--- src/spi_slave_cfg.svh ---
// constants for the serial port slave: offsets, fields, modes, timing
`ifndef SPI_SLAVE_CFG_SVH
`define SPI_SLAVE_CFG_SVH

// register byte addresses
`define ADR_DATA_BUFFER   8'h00
`define ADR_CONTROL_ONE   8'h04
`define ADR_CONTROL_THREE 8'h08
`define ADR_STATUS        8'h0C
`define ADR_IRQ_CONTROL   8'h10

// serial_control_one fields
`define C1_WRITE_COLLISION_FLAG   7
`define C1_OV     6
`define C1_EN     5
`define C1_CKP    4
`define C1_MODE_HI 3
// serial_control_three fields
`define C3_BUFFER_OVERWRITE_ENABLE   4
// serial_status fields
`define ST_SMP    7
`define ST_CKE    6
`define ST_BF     0
// irq control fields
`define IQ_FLAG   0
`define IQ_ENABLE 1

// mode field codes
`define MODE_SLAVE_SS   4'h4
`define MODE_SLAVE_NOSS 4'h5
`define MODE_MASTER_TOP 4'h3

// reset values and counter limits
`define RST_BYTE  8'h00
`define RST_MODE  4'h0
`define BIT_LAST  3'h7
`define BIT_ZERO  3'h0
`define TGL_END   5'h10

// timing: system clock period and master half bit time in ns
`define CLK_NS         50
`define MASTER_HALF_NS 200
`define MASTER_HALF_CYC ((`MASTER_HALF_NS + `CLK_NS - 1) / `CLK_NS)

`endif

--- src/spi_slave_pkg.sv ---
// types shared by the serial port slave design
package spi_slave_pkg;

   // synchronised pin levels
   typedef struct packed {
      logic sck;
      logic sdi;
      logic ss_n;
   } pins_type;

   // whole state of the port
   typedef struct packed {
      logic        wb_ack;
      logic [31:0] wb_dat;
      logic [7:0]  buf_data;
      logic [7:0]  shifter;
      logic [2:0]  bit_cnt;
      logic        sdo_bit;
      logic        sdo_drive;
      logic        sck_prev;
      logic        write_collision_flag;
      logic        ov;
      logic        en;
      logic        clock_idle_polarity;
      logic [3:0]  mode;
      logic        buffer_overwrite_enable;
      logic        input_sample_phase;
      logic        cke;
      logic        bf;
      logic        flag;
      logic        int_en;
      logic        wake;
      logic        m_active;
      logic        m_sck;
      logic [4:0]  m_tgl;
      logic [7:0]  div_cnt;
   } port_state_type;

endpackage

--- src/pin_sync.sv ---
// two flip-flop synchroniser for a group of pin inputs
`timescale 1ns/1ps
`default_nettype none

module pin_sync #(
   parameter int WIDTH = 3
) (
   input  wire logic             ref_clk_i,   // system clock
   input  wire logic             sys_rst_i,   // synchronous reset, high
   input  wire logic [WIDTH-1:0] async_i,     // raw pin levels
   input  wire logic [WIDTH-1:0] rst_val_i,   // level held during reset
   output logic      [WIDTH-1:0] sync_o       // synchronised levels
);

   logic [1:0][WIDTH-1:0] sync_reg;
   logic [1:0][WIDTH-1:0] sync_next;

   // first stage feeds only the second stage
   always_comb begin
      sync_next[0] = async_i;
      sync_next[1] = sync_reg[0];
   end

   // state register, reset loads the idle pin levels of both stages
   always_ff @(posedge ref_clk_i) begin
      if (sys_rst_i) begin
         sync_reg <= {rst_val_i, rst_val_i};
      end else begin
         sync_reg <= sync_next;
      end
   end

   assign sync_o = sync_reg[1];

endmodule
`default_nettype wire

--- src/spi_slave_port.sv ---
// serial peripheral port slave with select sync and wishbone registers
//
// The placing of the registers and the Wishbone interface to the registers are this design's own decisions.
`timescale 1ns/1ps
`default_nettype none
`include "spi_slave_cfg.svh"

module spi_slave_port
   import spi_slave_pkg::*;
(
   input  wire logic        ref_clk_i,       // system clock, 20 MHz
   input  wire logic        sys_rst_i,       // synchronous reset, high
   input  wire logic        wb_cyc_i,        // wishbone cycle
   input  wire logic        wb_stb_i,        // wishbone strobe
   input  wire logic        wb_we_i,         // wishbone write
   input  wire logic [7:0]  wb_adr_i,        // wishbone byte address
   input  wire logic [3:0]  wb_sel_i,        // wishbone byte enables
   input  wire logic [31:0] wb_dat_i,        // wishbone write data
   output logic      [31:0] wb_dat_o,        // wishbone read data
   output logic             wb_ack_o,        // wishbone acknowledge
   input  wire logic        serial_clock_pin_i,   // clock pin level
   output logic             serial_clock_pin_o,   // clock driven in master mode
   output logic             serial_clock_pin_oe_n_o, // low while clock driven
   input  wire logic        serial_data_in_pin_i, // data in pin
   output logic             serial_data_out_pin_o, // data out level
   output logic             serial_data_out_pin_oe_n_o, // low while driven
   input  wire logic        slave_select_n_i,     // slave select, low active
   input  wire logic        sleep_i,              // device asleep
   output logic             port_interrupt_flag_o, // flag level
   output logic             wake_o                // wake request
);

   ////////////////////////////////////////////////////////////////////////////
   // pin synchronisation

   pins_type pins;
   pins_type pins_rst;

   assign pins_rst = '{sck: 1'b0, sdi: 1'b0, ss_n: 1'b1};

   // pins cross through two flops before any use
   pin_sync #(
      .WIDTH(3)
   ) u_sync (
      .ref_clk_i (ref_clk_i),
      .sys_rst_i (sys_rst_i),
      .async_i   ({serial_clock_pin_i, serial_data_in_pin_i, slave_select_n_i}),
      .rst_val_i (pins_rst),
      .sync_o    (pins)
   );

   ////////////////////////////////////////////////////////////////////////////
   // decode helpers

   port_state_type st_reg;
   port_state_type st_next;

   // master modes are the low mode codes
   function automatic logic is_master(input logic [3:0] m);
      return m <= `MODE_MASTER_TOP;
   endfunction

   logic sck_now;
   logic active_lvl;
   logic lead_edge;
   logic trail_edge;
   logic sample_edge;
   logic out_edge;
   logic master;
   logic ss_ctl;
   logic deselect;
   logic selected;
   logic bus_req;
   logic wr_lane;
   logic busy;

   assign master      = is_master(st_reg.mode);
   assign ss_ctl      = (st_reg.mode == `MODE_SLAVE_SS);
   // the slave clock comes from the pin only
   assign sck_now     = master ? st_reg.m_sck : pins.sck;
   assign active_lvl  = sck_now != st_reg.clock_idle_polarity;
   assign lead_edge   = (sck_now != st_reg.sck_prev) && active_lvl;
   assign trail_edge  = (sck_now != st_reg.sck_prev) && !active_lvl;
   assign sample_edge = st_reg.cke ? lead_edge : trail_edge;
   assign out_edge    = st_reg.cke ? trail_edge : lead_edge;
   assign deselect    = ss_ctl && pins.ss_n;
   assign selected    = st_reg.en && (master ? st_reg.m_active
                        : (ss_ctl ? !pins.ss_n : st_reg.mode == `MODE_SLAVE_NOSS));
   assign bus_req     = wb_cyc_i && wb_stb_i && !st_reg.wb_ack;
   assign wr_lane     = bus_req && wb_we_i && wb_sel_i[0];
   assign busy        = (st_reg.bit_cnt != `BIT_ZERO) || st_reg.m_active;

   ////////////////////////////////////////////////////////////////////////////
   // next state

   always_comb begin
      logic [7:0] rx;
      rx = {st_reg.shifter[6:0], pins.sdi};
      st_next = st_reg;
      st_next.wb_ack = bus_req;
      st_next.sck_prev = sck_now;

      // register reads, buffer read clears full flag
      st_next.wb_dat = '0;
      if (bus_req && !wb_we_i) begin
         case (wb_adr_i)
            `ADR_DATA_BUFFER: begin
               st_next.wb_dat[7:0] = st_reg.buf_data;
               st_next.bf = 1'b0;
            end
            `ADR_CONTROL_ONE: begin
               st_next.wb_dat[7:0] = {st_reg.write_collision_flag, st_reg.ov, st_reg.en,
                                      st_reg.clock_idle_polarity, st_reg.mode};
            end
            `ADR_CONTROL_THREE: begin
               st_next.wb_dat[`C3_BUFFER_OVERWRITE_ENABLE] = st_reg.buffer_overwrite_enable;
            end
            `ADR_STATUS: begin
               st_next.wb_dat[`ST_SMP] = st_reg.input_sample_phase;
               st_next.wb_dat[`ST_CKE] = st_reg.cke;
               st_next.wb_dat[`ST_BF]  = st_reg.bf;
            end
            `ADR_IRQ_CONTROL: begin
               st_next.wb_dat[`IQ_FLAG]   = st_reg.flag;
               st_next.wb_dat[`IQ_ENABLE] = st_reg.int_en;
            end
            default: begin
               st_next.wb_dat = '0;
            end
         endcase
      end

      // register writes, hardware sets below win over these clears
      if (wr_lane) begin
         case (wb_adr_i)
            `ADR_DATA_BUFFER: begin
               if (busy) begin
                  st_next.write_collision_flag = 1'b1;
               end else if (!st_reg.bf || st_reg.buffer_overwrite_enable) begin
                  st_next.buf_data = wb_dat_i[7:0];
                  st_next.shifter  = wb_dat_i[7:0];
                  st_next.sdo_bit  = wb_dat_i[7];
                  if (master && st_reg.en) begin
                     st_next.m_active = 1'b1;
                     st_next.m_tgl    = '0;
                     st_next.div_cnt  = '0;
                  end
               end
            end
            `ADR_CONTROL_ONE: begin
               st_next.write_collision_flag = wb_dat_i[`C1_WRITE_COLLISION_FLAG];
               st_next.ov   = wb_dat_i[`C1_OV];
               st_next.en   = wb_dat_i[`C1_EN];
               st_next.clock_idle_polarity  = wb_dat_i[`C1_CKP];
               st_next.mode = wb_dat_i[`C1_MODE_HI:0];
               st_next.m_sck = wb_dat_i[`C1_CKP];
            end
            `ADR_CONTROL_THREE: begin
               st_next.buffer_overwrite_enable = wb_dat_i[`C3_BUFFER_OVERWRITE_ENABLE];
            end
            `ADR_STATUS: begin
               st_next.input_sample_phase = wb_dat_i[`ST_SMP];
               st_next.cke = wb_dat_i[`ST_CKE];
            end
            `ADR_IRQ_CONTROL: begin
               st_next.flag   = st_reg.flag && wb_dat_i[`IQ_FLAG];
               st_next.int_en = wb_dat_i[`IQ_ENABLE];
            end
            default: begin
               st_next.buffer_overwrite_enable = st_reg.buffer_overwrite_enable;
            end
         endcase
      end

      // master clock divider, stopped while asleep
      if (st_reg.en && master && st_reg.m_active && !sleep_i) begin
         if (st_reg.div_cnt == 8'(`MASTER_HALF_CYC - 1)) begin
            st_next.div_cnt = '0;
            st_next.m_sck   = !st_reg.m_sck;
            st_next.m_tgl   = st_reg.m_tgl + 5'h01;
            if (st_reg.m_tgl == `TGL_END - 5'h01) begin
               st_next.m_active = 1'b0;
            end
         end else begin
            st_next.div_cnt = st_reg.div_cnt + 8'h01;
         end
      end

      // shifting, output follows the out edge
      if (selected) begin
         st_next.sdo_drive = 1'b1;
         if (out_edge) begin
            st_next.sdo_bit = st_reg.shifter[7];
         end
         if (sample_edge) begin
            st_next.shifter = rx;
            st_next.bit_cnt = st_reg.bit_cnt + 3'h1;
            if (st_reg.bit_cnt == `BIT_LAST) begin
               st_next.flag = 1'b1;
               if (st_reg.bf && !st_reg.buffer_overwrite_enable) begin
                  st_next.ov = 1'b1;
               end else begin
                  st_next.buf_data = rx;
                  st_next.bf = 1'b1;
               end
            end
         end
      end

      // deselect or disable floats output and realigns
      if (!st_reg.en || (!master && deselect)) begin
         st_next.sdo_drive = 1'b0;
         st_next.bit_cnt   = `BIT_ZERO;
      end
      if (!st_reg.en) begin
         st_next.bit_cnt  = `BIT_ZERO;
         st_next.m_active = 1'b0;
         st_next.sdo_drive = 1'b0;
      end
      if (!master && !ss_ctl && st_reg.mode != `MODE_SLAVE_NOSS) begin
         st_next.sdo_drive = 1'b0;
      end

      // wake request while asleep
      st_next.wake = sleep_i && st_next.flag && st_next.int_en;
   end

   ////////////////////////////////////////////////////////////////////////////
   // state register

   always_ff @(posedge ref_clk_i) begin
      if (sys_rst_i) begin
         st_reg <= '0;
      end else begin
         st_reg <= st_next;
      end
   end

   assign wb_dat_o                   = st_reg.wb_dat;
   assign wb_ack_o                   = st_reg.wb_ack;
   assign serial_clock_pin_o         = st_reg.m_sck;
   assign serial_clock_pin_oe_n_o    = !(st_reg.en && master);
   assign serial_data_out_pin_o      = st_reg.sdo_bit;
   assign serial_data_out_pin_oe_n_o = !st_reg.sdo_drive;
   assign port_interrupt_flag_o      = st_reg.flag;
   assign wake_o                     = st_reg.wake;
endmodule
`default_nettype wire

--- config.mk ---
export PLATFORM = sky130hd
export DESIGN_NAME = spi_slave_port
export DESIGN_NICKNAME = d
export VERILOG_FILES = /design/src/spi_slave_pkg.sv /design/src/pin_sync.sv /design/src/spi_slave_port.sv
export VERILOG_INCLUDE_DIRS = /design/src
export SDC_FILE = /design/constraint.sdc
export NUM_CORES = 1
export LEC_CHECK = 0
export BUFFER_PORTS_ARGS = -buffer_cell sky130_fd_sc_hd__buf_2
export CORE_ASPECT_RATIO = 0.8
export CORE_MARGIN = 2
export CORE_UTILIZATION = 48
export CTS_CLUSTER_DIAMETER = 40
export CTS_CLUSTER_SIZE = 28
export DETAILED_ROUTE_END_ITERATION = 10
export GPL_TIMING_DRIVEN = 0
export PLACE_DENSITY = 0.77
export REMOVE_ABC_BUFFERS = 1
export SKIP_LAST_GASP = 1
export SLEW_MARGIN = 40
export SYNTH_ARGS = -nofsm -noshare
export SYNTH_HDL_FRONTEND = slang
export SYNTH_SLANG_ARGS = --single-unit
--- constraint.sdc ---
create_clock -name ref_clk_i -period 2 [get_ports ref_clk_i]
set_input_delay 0 -clock ref_clk_i [delete_from_list [all_inputs] [get_ports ref_clk_i]]
set_output_delay 0 -clock ref_clk_i [all_outputs]
set_load 0.05 [all_outputs]
==> PnR_summary.wiki, run 1 <==
{| class="wikitable"
! Metric !! Value
|-
| Post-synthesis sequential element count || 67
|-
| Nets || 531
|-
| Non-Filler Instances || 562
|-
| Total number of clock tree sinks || 67
|-
| Number of pins exceeding their max-slew limit in the final report || 0
|-
| Total Power Consumption || 2.561 mW
|-
| Clock H-tree levels || 3
|-
| Async SR Flop Fraction || 0%
|-
| Cell count after synthesis || 392
|-
| Max-slew headroom at the worst pin || 52.44%
|-
| Flip-flop count of the largest register, all copies and words added || 48
|-
| Clock tree buffer depth || 2
|-
| Arr. time, crit path || 2.46 ns
|-
| TritonCTS Buffers || 9
|-
| R2R depth || 8
|-
| Post-DR vias/cell || 5.836
|-
| Result of the run || finished with violations
|-
| Highest net fanout along the worst path || 6
|-
| Register-to-Register Setup Slack || -0.20 ns
|-
| Static Leak || 1.642 nW
|-
| Total via count in the routed design || 3280
|-
| DR WL/cell || 17.36 um
|-
| Count of input and output buffers || 40
|-
| CP Capture Type || flop
|-
| Power Density || 568.6 nW/um2
|-
| Fill count || 522
|-
| Worst setup skew after layout || 0.01048 ns
|-
| Unrepaired setup endpoints after global routing || yes
|-
| Initial standard-cell utilization of the core || 49.74%
|-
| Synth-to-layout area growth || 30.77%
|-
| Via count of the first global-routing pass || 2892
|-
| Total length of routed wires || 9759 um
|-
| Final-report hold violation count || 0
|-
| VDD IR max || 0.0004614 V
|-
| Inserted Diodes || 0
|-
| Main flop type after synthesis || sky130_fd_sc_hd__dfxtp_1
|-
| Fmax achieved || 453.8 MHz
|-
| Clock tree root buffer cell || sky130_fd_sc_hd__clkbuf_8
|-
| Clock slew at reported path FFs || 0.07 ns
|-
| Top Ports || 92
|-
| Count of different cell masters after synthesis || 59
|-
| Overall die height || 79.77 um
|-
| Worst-Skew Late Latency || 0.36 ns
|-
| Remaining antenna violation count after routing || 0
|-
| Setup violation total in the final timing report || 29
|-
| Average size of a mapped cell || 8.787 um2
|-
| Wire length of the first global-routing pass || 14160 um
|-
| Post-synthesis instance area || 3445 um2
|-
| Violations in the final reports || setup timing
|-
| Post-Route Setup TNS || -3.267 ns
|-
| Required @ worst endpoint || 2.25 ns
|-
| Pin slew with the least headroom to its limit || 0.7119 ns
|-
| Proportion of synthesized chip area in sequential cells || 38.94%
|-
| Period utilisation layout || 110.2%
|-
| Fraction of layout instances using a drive strength above 1 || 36.42%
|-
| Number of antenna violations at the first check in global routing || 0
|-
| Placer Congestion || 0.8529
|-
| Setup crit end || st_reg[50]$_SDFF_PP0_
|-
| Count of synthesis-stage warnings from yosys || 0
|-
| Type of the most critical hold path || input pin to flop
|-
| Die extent in x || 98.71 um
|-
| Detailed Routing Iterations Pass 1 || 5
|-
| Number of enable-type register cells in the synthesized netlist || 0
|-
| Remaining routing DRC violations || 0
|-
| Crit Reg-Reg Endpoint || st_reg[50]$_SDFF_PP0_
|-
| Startpoint type of the worst setup path || flop
|-
| R2R Path Start || st_reg[25]$_SDFFE_PP0P_
|-
| Count of maximum capacitance violations || 0
|-
| Clock tree from TritonCTS || built
|-
| Iteration-0 DRC Markers || 333
|-
| Site row count || 27
|-
| Die Area || 7874 um2
|-
| Final setup slack of the worst path || -0.2039 ns
|-
| Post-layout minimum cycle time || 2.204 ns
|-
| Final global-route overflow total || 0
|-
| Worst setup startpoint || st_reg[25]$_SDFFE_PP0P_
|-
| Path type of the worst setup path || flop to flop
|-
| Cell count after placement || 495
|-
| Standard cell core area || 6925 um2
|-
| Global-route usage over all layers || 22.96%
|-
| Hold_ws || 0.01506 ns
|-
| Pin count of the biggest net entering global routing || 55
|-
| HPWL after detailed placement || 5496 um
|}
[worst max-delay path: stages (launching register included)]
cell and delay, ns:
sky130_fd_sc_hd__dfxtp_4 0.36, sky130_fd_sc_hd__or3b_4 0.41, sky130_fd_sc_hd__a211o_4 0.37, sky130_fd_sc_hd__a2111oi_4 0.41, sky130_fd_sc_hd__buf_6 0.17, sky130_fd_sc_hd__buf_8 0.11
sky130_fd_sc_hd__buf_6 0.09, sky130_fd_sc_hd__a21oi_2 0.04, sky130_fd_sc_hd__o21a_1 0.13
[cell usage after synthesis, types with 4 or more instances]
master | number | area share, %
sky130_fd_sc_hd__nor2_1 | 36 | 3.9
sky130_fd_sc_hd__dfxtp_1 | 67 | 39
sky130_fd_sc_hd__nand3_1 | 10 | 1.5
sky130_fd_sc_hd__a221oi_2 | 12 | 5.2
sky130_fd_sc_hd__nand2_1 | 41 | 4.5
sky130_fd_sc_hd__clkbuf_1 | 9 | 0.98
sky130_fd_sc_hd__ha_1 | 6 | 2.2
sky130_fd_sc_hd__buf_4 | 34 | 7.4
sky130_fd_sc_hd__a21oi_1 | 35 | 5.1
sky130_fd_sc_hd__a31oi_1 | 9 | 1.6
sky130_fd_sc_hd__or3_1 | 5 | 0.91
sky130_fd_sc_hd__inv_1 | 15 | 1.6
sky130_fd_sc_hd__and3_1 | 4 | 0.73
sky130_fd_sc_hd__nor2b_1 | 10 | 1.8
sky130_fd_sc_hd__mux2i_1 | 9 | 2.6
sky130_fd_sc_hd__nor3_1 | 4 | 0.58
sky130_fd_sc_hd__nand2b_1 | 6 | 1.1
sky130_fd_sc_hd__o21ai_0 | 7 | 1.0
[logic make-up after synthesis]
family | synth area share, %
buffers and inverters | 11.62
other | 0.1089
muxes | 2.942
and+or+nand+nor | 22.48
xor gates and xnor gates | 1.017
AOI/OAI and AO/OA | 20.70
DFF | 38.94
adders and majority gates | 2.179
[cell type report]
| type | count | area, um2 | share of cell area [%] |
|---|---|---|---|
| multi-input cells | 283 | 2072 | 46.00 |
| well taps | 87 | 108.9 | 2.417 |
| flip-flops and latches | 67 | 1360 | 30.19 |
| repair buffers | 95 | 737.0 | 16.36 |
| clock buffers | 11 | 151.4 | 3.361 |
| clock inverters | 3 | 15.01 | 0.3333 |
| inverters | 16 | 60.06 | 1.333 |
[where the power goes]
group	total, mW	internal [mW]	switching [mW]	leakage, nW
Combinational	0.236	0.0544	0.182	1.01
Sequential	1.34	1.33	0.00177	0.546
Clock	0.988	0.497	0.492	0.0908
Total	2.56	1.89	0.675	1.64
[routing by layer]
metal / track usage (%) / routed length, um
met1: 28.18 / 4031
met2: 36.46 / 4532
met3: 9.282 / 948
met4: 8.493 / 247
met5: 0 / 0
[worst min path at each step]
| stage | depth (start not counted) | slack, ns | endpoint | startpoint |
|---|---|---|---|---|
| after global routing | 3 | 0.04 | wb_dat_o[6]$_SDFF_PP0_ | wb_we_i |
| after global placement | 2 | 0.18 | u_sync.sync_next[3]$_SDFF_PP1_ | slave_select_n_i |
| after floorplan | 1 | 0.07 | st_reg[36]$_SDFF_PP0_ | sys_rst_i |
| after CTS | 3 | 0.001 | wb_dat_o[7]$_SDFF_PP0_ | wb_we_i |
| final | 3 | 0.02 | wb_dat_o[6]$_SDFF_PP0_ | wb_we_i |
| after detailed placement | 2 | 0.19 | u_sync.sync_next[3]$_SDFF_PP1_ | slave_select_n_i |
[placed cells by master (no fill, tap or decap), types with 11 or more instances in the layout]
cell type / netlist / final
sky130_fd_sc_hd__a21oi_1: 35 / 23
sky130_fd_sc_hd__a221oi_2: 12 / 12
sky130_fd_sc_hd__buf_2: 2 / 39
sky130_fd_sc_hd__buf_4: 34 / 30
sky130_fd_sc_hd__clkbuf_8: 0 / 11
sky130_fd_sc_hd__conb_1: 1 / 24
sky130_fd_sc_hd__dfxtp_1: 67 / 60
sky130_fd_sc_hd__dlygate4sd3_1: 0 / 12
sky130_fd_sc_hd__inv_1: 15 / 13
sky130_fd_sc_hd__nand2_1: 41 / 39
sky130_fd_sc_hd__nor2_1: 36 / 32
[what timing repair did]
| action | CTS | global route |
|---|---|---|
| gates resized for setup | 42 | 42 |
| endpoints found under the hold margin | 19 | 0 |
| hold buffers | 12 | 0 |
| setup endpoints to repair | 38 | 33 |
| buffers inserted | 28 | 13 |
| cloned | 0 | 2 |
| pin swaps | 22 | 30 |
[metrics by stage]
stage          cell area [um2]  worst slack, ns  utilization [%]
5_1_grt                   4504          -0.2548            65.04
3_5_place_dp              3538          -0.4831            51.09
6_report                  4504          -0.2039            65.04
2_1_floorplan             3191           -1.048                -
4_1_cts                   4189          -0.1070            60.49
3_3_place_gp              3500           -1.213            50.53
Note: power is estimated with default switching activity, not from simulation.
==> run 2: changes to the inputs <==
Settings changed: CORE_UTILIZATION 48 to 40, PLACE_DENSITY 0.77 to 0.66, REMOVE_ABC_BUFFERS 1 to default.
==> run 2 against run 1 <==
Die area grew 19%. Wire length increased by 1.7%. Power rose by 17%. The run still ends with setup timing left. Worst setup slack better by 0.077 ns. Final cell count increased by 12%. Critical path depth decreased by 2. Via count rose by 0.95%. Largest power group is now the clock network. Count of clock-buffer cells in the layout is the same. First-iteration DRC count is 28% lower. Sequential share of layout area is 2.3 points lower. Maximum frequency increased by 3.6%.
==> PnR_summary.wiki, run 2 (synthesis results as in run 1) <==
{| class="wikitable"
! Metric !! Value
|-
| Result of the run || finished with violations
|-
| Violations in the final reports || setup timing
|-
| Slowest stage delay, CP || 0.42 ns
|-
| Routed metal-1 wire length || 4436 um
|-
| Post-DR vias/cell || 5.239
|-
| Worst setup skew after layout || 0.01204 ns
|-
| Post-layout minimum cycle time || 2.127 ns
|-
| Count of maximum capacitance violations || 0
|-
| Final setup slack of the worst path || -0.1271 ns
|-
| Combinational group share of total power || 9.5%
|-
| Total via count in the routed design || 3311
|-
| Cell area after layout || 4870 um2
|-
| P_int || 2.241 mW
|-
| Type of the most critical hold path || input pin to flop
|-
| CP Capture Type || flop
|-
| Arr. time, crit path || 2.37 ns
|-
| Inserted Diodes || 0
|-
| Instance area at placement || 3945 um2
|-
| Top Ports || 92
|-
| Clock tree from TritonCTS || built
|-
| VDD IR max || 0.0003585 V
|-
| Worst-Skew Late Latency || 0.36 ns
|-
| Remaining antenna violation count after routing || 0
|-
| Power Density || 614.5 nW/um2
|-
| Total number of clock tree sinks || 67
|-
| Max-slew headroom at the worst pin || 47.90%
|-
| Non-Filler Instances || 632
|-
| Die Area || 9374 um2
|-
| Final-report hold violation count || 0
|-
| Iteration-0 DRC Markers || 239
|-
| TritonCTS Buffers || 9
|-
| Placer Congestion || 0.9165
|-
| Highest net fanout along the worst path || 3
|-
| Slowest stage cell, crit path || sky130_fd_sc_hd__or3b_4
|-
| Cell count after placement || 566
|-
| List of cells traversed by the critical path || or3b_4, a211o_4, a211oi_4, buf_4, a22oi_2, nor4b_2
|-
| Part of the total power dissipated in the clock network || 45.8%
|-
| Die extent in x || 107.8 um
|-
| Unrepaired setup endpoints after global routing || yes
|-
| Site row count || 30
|-
| Most frequent cells in the layout || 59 x sky130_fd_sc_hd__buf_4, 59 x sky130_fd_sc_hd__dfxtp_1, 39 x sky130_fd_sc_hd__buf_2, 37 x sky130_fd_sc_hd__nand2_1, 34 x sky130_fd_sc_hd__nor2_1
|-
| Pin slew with the least headroom to its limit || 0.7815 ns
|-
| Clock tree buffer depth || 2
|-
| Flip-flop count of the largest register, all copies and words added || 48
|-
| Global-route usage over all layers || 21.79%
|-
| Final global-route overflow total || 0
|-
| Startpoint type of the worst setup path || flop
|-
| Initial standard-cell utilization of the core || 40.97%
|-
| Total length of routed wires || 9928 um
|-
| Total Power Consumption || 2.992 mW
|-
| Number of antenna violations at the first check in global routing || 0
|-
| Required @ worst endpoint || 2.24 ns
|-
| Hold_ws || 0.06609 ns
|-
| Pin count of the biggest net entering global routing || 13
|-
| Clock slew at reported path FFs || 0.08 ns
|-
| Worst setup slack before clock tree synthesis || -0.3061 ns
|-
| Nets || 574
|-
| Synth-to-layout area growth || 41.37%
|-
| Remaining routing DRC violations || 0
|-
| Setup violation total in the final timing report || 26
|-
| Number of pins exceeding their max-slew limit in the final report || 0
|-
| Clock H-tree levels || 3
|-
| Path type of the worst setup path || flop to flop
|-
| HPWL after detailed placement || 6470 um
|-
| Highest routed metal layer || met4
|-
| Via count of the first global-routing pass || 2995
|-
| Static Leak || 1.870 nW
|-
| Length of routed met3 wiring || 782 um
|-
| Period utilisation layout || 106.4%
|-
| End-of-flow core utilization || 57.92%
|-
| Flop pwr share || 44.7%
|-
| Standard cell core area || 8408 um2
|-
| Post-Route Setup TNS || -1.494 ns
|-
| Switching fraction of total power || 25.12%
|-
| Overall die height || 87 um
|-
| Fill count || 737
|-
| Routed wire length on met2 || 4587 um
|-
| DR WL/cell || 15.71 um
|-
| Fmax achieved || 470.1 MHz
|-
| Net switching component of the power || 0.7519 mW
|-
| Detailed Routing Iterations Pass 1 || 5
|-
| Wire length of the first global-routing pass || 15550 um
|-
| Clock tree root buffer cell || sky130_fd_sc_hd__clkbuf_8
|-
| Count of input and output buffers || 39
|-
| Fraction of layout instances using a drive strength above 1 || 38.85%
|}
-- run 2: final cells by class --
class                      instances  area [um2]  share of cell area, %
clock buffer                      11       162.7                  3.340
clock inverter                     5       82.58                  1.696
sequential                        67        1359                  27.90
inverter                          16       62.56                  1.285
buffer                            48       355.3                  7.297
multi-input combinational        282        2017                  41.42
tap                              112       140.1                  2.878
timing repair buffer              91       690.7                  14.18
-- run 2: per-layer routing --
| layer | up-vias | global-route usage, % |
|---|---|---|
| met2 | 128 | 33.16 |
| met4 | 0 | 7.809 |
| met3 | 13 | 5.161 |
| li1 | 1611 | - |
| met5 | - | 0 |
| met1 | 1559 | 30.23 |
-- run 2: what timing repair did --
| item | CTS | global route |
|---|---|---|
| hold buffers | 14 | 0 |
| setup endpoints to repair | 35 | 40 |
| endpoints found under the hold margin | 20 | 0 |
| setup buffers | 20 | 14 |
| pin swaps | 19 | 25 |
| gates resized for setup | 27 | 42 |
| gates cloned | 4 | 1 |
-- run 2: critical path, delay by kind of cell (launching register included) --
family,cells,cell delay (ns)
flip-flops,1,0.36
AND/OR/NAND/NOR,2,0.80
buffers and inverters,1,0.16
AO/OA/AOI/OAI,3,0.69
-- run 2: path summary, 6_finish.rpt --
path / depth (start not counted) / startpoint / endpoint / slack, ns
worst max-delay path: 6 / st_reg[24]$_SDFFE_PP0P_ / wake_o$_SDFF_PP0_ / -0.13
worst min-delay path: 4 / wb_adr_i[5] / wb_dat_o[1]$_SDFF_PP0_ / 0.07
worst max register to register: 6 / st_reg[24]$_SDFFE_PP0P_ / wake_o$_SDFF_PP0_ / -0.13
worst min register to register: 1 / u_sync.sync_next[3]$_SDFF_PP1_ / u_sync.sync_o[0]$_SDFF_PP1_ / 0.42
-- run 2: power by group through the flow --
stage	sequential, mW	combinational [mW]	clock, mW
after floorplan	1.37	0.190	0
after detailed placement	1.37	0.253	0
final	1.34	0.285	1.37
after CTS	1.34	0.278	1.39
after global routing	1.34	0.299	1.45
after global placement	1.37	0.252	0
==> run 3: changes to the inputs <==
Settings changed: CORE_UTILIZATION 40 to 57, PLACE_DENSITY 0.66 to 0.86.
Clock period 2 ns to 2.6 ns, I/O delays scaled along.
==> run 3 against run 2 <==
The run now ends clean. Via count down 3.4%. Global-route usage up 5.1 points. Maximum frequency down 12%. Combinational power down 27%. Wire length down 13%. Critical endpoint is now st_reg[50]$_SDFF_PP0_.
==> PnR_summary.wiki, run 3 (synthesis results as in run 1) <==
{| class="wikitable"
! Metric !! Value
|-
| Highest net fanout along the worst path || 10
|-
| Setup violation total in the final timing report || 0
|-
| Fraction of layout instances using a drive strength above 1 || 24.84%
|-
| Final-report hold violation count || 0
|-
| Number of antenna violations at the first check in global routing || 0
|-
| Static Leak || 1.568 nW
|-
| Multi-input gate area || 1795 um2
|-
| Required @ worst endpoint || 2.85 ns
|-
| Pin slew with the least headroom to its limit || 0.7187 ns
|-
| Combinational group share of total power || 10.3%
|-
| Startpoint type of the worst setup path || flop
|-
| Total number of clock tree sinks || 67
|-
| # resized after CTS || 0
|-
| Register-to-Register Setup Slack || 0.18 ns
|-
| Die extent in x || 90.91 um
|-
| Post-layout minimum cycle time || 2.423 ns
|-
| R2R Path Start || st_reg[25]$_SDFFE_PP0P_
|-
| Count of maximum capacitance violations || 0
|-
| Most frequent cells in the layout || 67 x sky130_fd_sc_hd__dfxtp_1, 41 x sky130_fd_sc_hd__buf_2, 41 x sky130_fd_sc_hd__nand2_1, 36 x sky130_fd_sc_hd__nor2_1, 35 x sky130_fd_sc_hd__a21oi_1
|-
| Synth-to-layout area growth || 20.30%
|-
| Clock slew at reported path FFs || 0.08 ns
|-
| Min-Delay Path Depth || 3
|-
| Period utilisation layout || 93.18%
|-
| Max-slew headroom at the worst pin || 51.86%
|-
| Flip-flop count of the largest register, all copies and words added || 48
|-
| Clock H-tree levels || 3
|-
| Flop pwr share || 50.7%
|-
| Fmax achieved || 412.8 MHz
|-
| Via count of the first global-routing pass || 2889
|-
| Unrepaired setup endpoints after global routing || no
|-
| Post-DR vias/cell || 5.672
|-
| Worst Hold Path EP || wb_dat_o[6]$_SDFF_PP0_
|-
| Post-CTS repair timing setup buffer count || 0
|-
| Power Density || 491.3 nW/um2
|-
| Post-Route Setup TNS || 0 ns
|-
| VDD IR max || 0.0003417 V
|-
| Remaining routing DRC violations || 0
|-
| Global-route usage over all layers || 26.92%
|-
| Overall die height || 73.53 um
|-
| R2R depth || 6
|-
| Standard cell core area || 5881 um2
|-
| Wire length of the first global-routing pass || 13990 um
|-
| Total via count in the routed design || 3199
|-
| Clock tree buffer depth || 2
|-
| Pin count of the biggest net entering global routing || 12
|-
| Initial standard-cell utilization of the core || 58.57%
|-
| Post-CTS Hold Fix Bufs || 13
|-
| Cell area after layout || 4144 um2
|-
| CP Capture Type || flop
|-
| Clock tree root buffer cell || sky130_fd_sc_hd__clkbuf_8
|-
| Detailed Routing Iterations Pass 1 || 5
|-
| Clock tree from TritonCTS || built
|-
| DR WL/cell || 15.29 um
|-
| Cell count after placement || 535
|-
| Net switching component of the power || 0.5440 mW
|-
| Top Ports || 92
|-
| Die Area || 6685 um2
|-
| Instance area at placement || 3834 um2
|-
| Total length of routed wires || 8622 um
|-
| P_int || 1.492 mW
|-
| Number of pins exceeding their max-slew limit in the final report || 0
|-
| Path type of the worst setup path || flop to flop
|-
| End-of-flow core utilization || 70.47%
|-
| Count of input and output buffers || 39
|-
| Startpoint of the lowest-slack hold path || wb_we_i
|-
| Worst setup skew after layout || 0.01007 ns
|-
| Site row count || 25
|-
| Nets || 537
|-
| HPWL after detailed placement || 6161 um
|-
| Switching fraction of total power || 26.72%
|-
| Non-Filler Instances || 564
|-
| Final global-route overflow total || 0
|-
| FF/Latch Area || 1341 um2
|-
| Worst-Skew Late Latency || 0.35 ns
|-
| Most common library cell in the layout ignoring fill and taps || sky130_fd_sc_hd__dfxtp_1
|-
| Remaining antenna violation count after routing || 0
|-
| Placer Congestion || 0.9690
|-
| Type of the most critical hold path || input pin to flop
|-
| Result of the run || complete, no violations
|-
| TritonCTS Buffers || 9
|-
| Part of the total power dissipated in the clock network || 39.0%
|-
| Iteration-0 DRC Markers || 240
|-
| Inserted Diodes || 0
|-
| Arr. time, crit path || 2.67 ns
|-
| Hold_ws || 0.02275 ns
|-
| Crit Reg-Reg Endpoint || st_reg[50]$_SDFF_PP0_
|-
| Fill count || 481
|}
run 3: power by group through the flow:
stage / Sequential, mW / Clock (mW) / Combinational, mW
2_1_floorplan: 1.06 / 0 / 0.143
3_3_place_gp: 1.06 / 0 / 0.187
3_5_place_dp: 1.06 / 0 / 0.190
4_1_cts: 1.03 / 0.791 / 0.205
5_1_grt: 1.03 / 0.842 / 0.220
6_report: 1.03 / 0.794 / 0.209
run 3: worst max-delay path by stage:
| stage | start | to | slack, ns | depth (start not counted) |
|---|---|---|---|---|
| after floorplan | serial_clock_pin_o$_SDFF_PP0_ | st_reg[50]$_SDFF_PP0_ | 0.18 | 6 |
| after global placement | st_reg[0]$_SDFFE_PP0P_ | st_reg[2]$_SDFFE_PP0P_ | 0.24 | 6 |
| after detailed placement | st_reg[25]$_SDFFE_PP0P_ | st_reg[50]$_SDFF_PP0_ | 0.25 | 6 |
| after CTS | st_reg[25]$_SDFFE_PP0P_ | st_reg[50]$_SDFF_PP0_ | 0.20 | 6 |
| after global routing | st_reg[0]$_SDFFE_PP0P_ | st_reg[11]$_SDFF_PP0_ | 0.10 | 7 |
| final | st_reg[25]$_SDFFE_PP0P_ | st_reg[50]$_SDFF_PP0_ | 0.18 | 6 |
run 3: final cells by class:
type | count | area share [%]
buffer | 50 | 8.213
clock buffer | 12 | 3.744
clock inverter | 4 | 0.6039
inverter | 16 | 1.449
multi-input combinational | 282 | 43.33
sequential | 67 | 32.37
tap | 81 | 2.446
timing repair buffer | 52 | 7.850
run 3: critical path, cell delays in order (launching register included):
cell and delay, ns:
sky130_fd_sc_hd__dfxtp_1 0.42, sky130_fd_sc_hd__or3b_4 0.47, sky130_fd_sc_hd__a211o_1 0.33, sky130_fd_sc_hd__a2111oi_4 0.67, sky130_fd_sc_hd__buf_6 0.26, sky130_fd_sc_hd__a21oi_2 0.07
sky130_fd_sc_hd__o21a_1 0.09
run 3: metrics by stage:
step           power [mW]  setup slack (ns)
6_report            2.036            0.1773
3_5_place_dp        1.246            0.2460
2_1_floorplan       1.201            0.1822
4_1_cts             2.029            0.2050
3_3_place_gp        1.243            0.2354
5_1_grt             2.094            0.1004
run 3: layer usage:
metal	vias up	GRT usage, %	share of wire, %
met4	0	9.933	2.6
met5	-	0	0
met2	185	43.37	45
met3	25	8.205	9.6
met1	1469	34.64	43
li1	1520	-	-
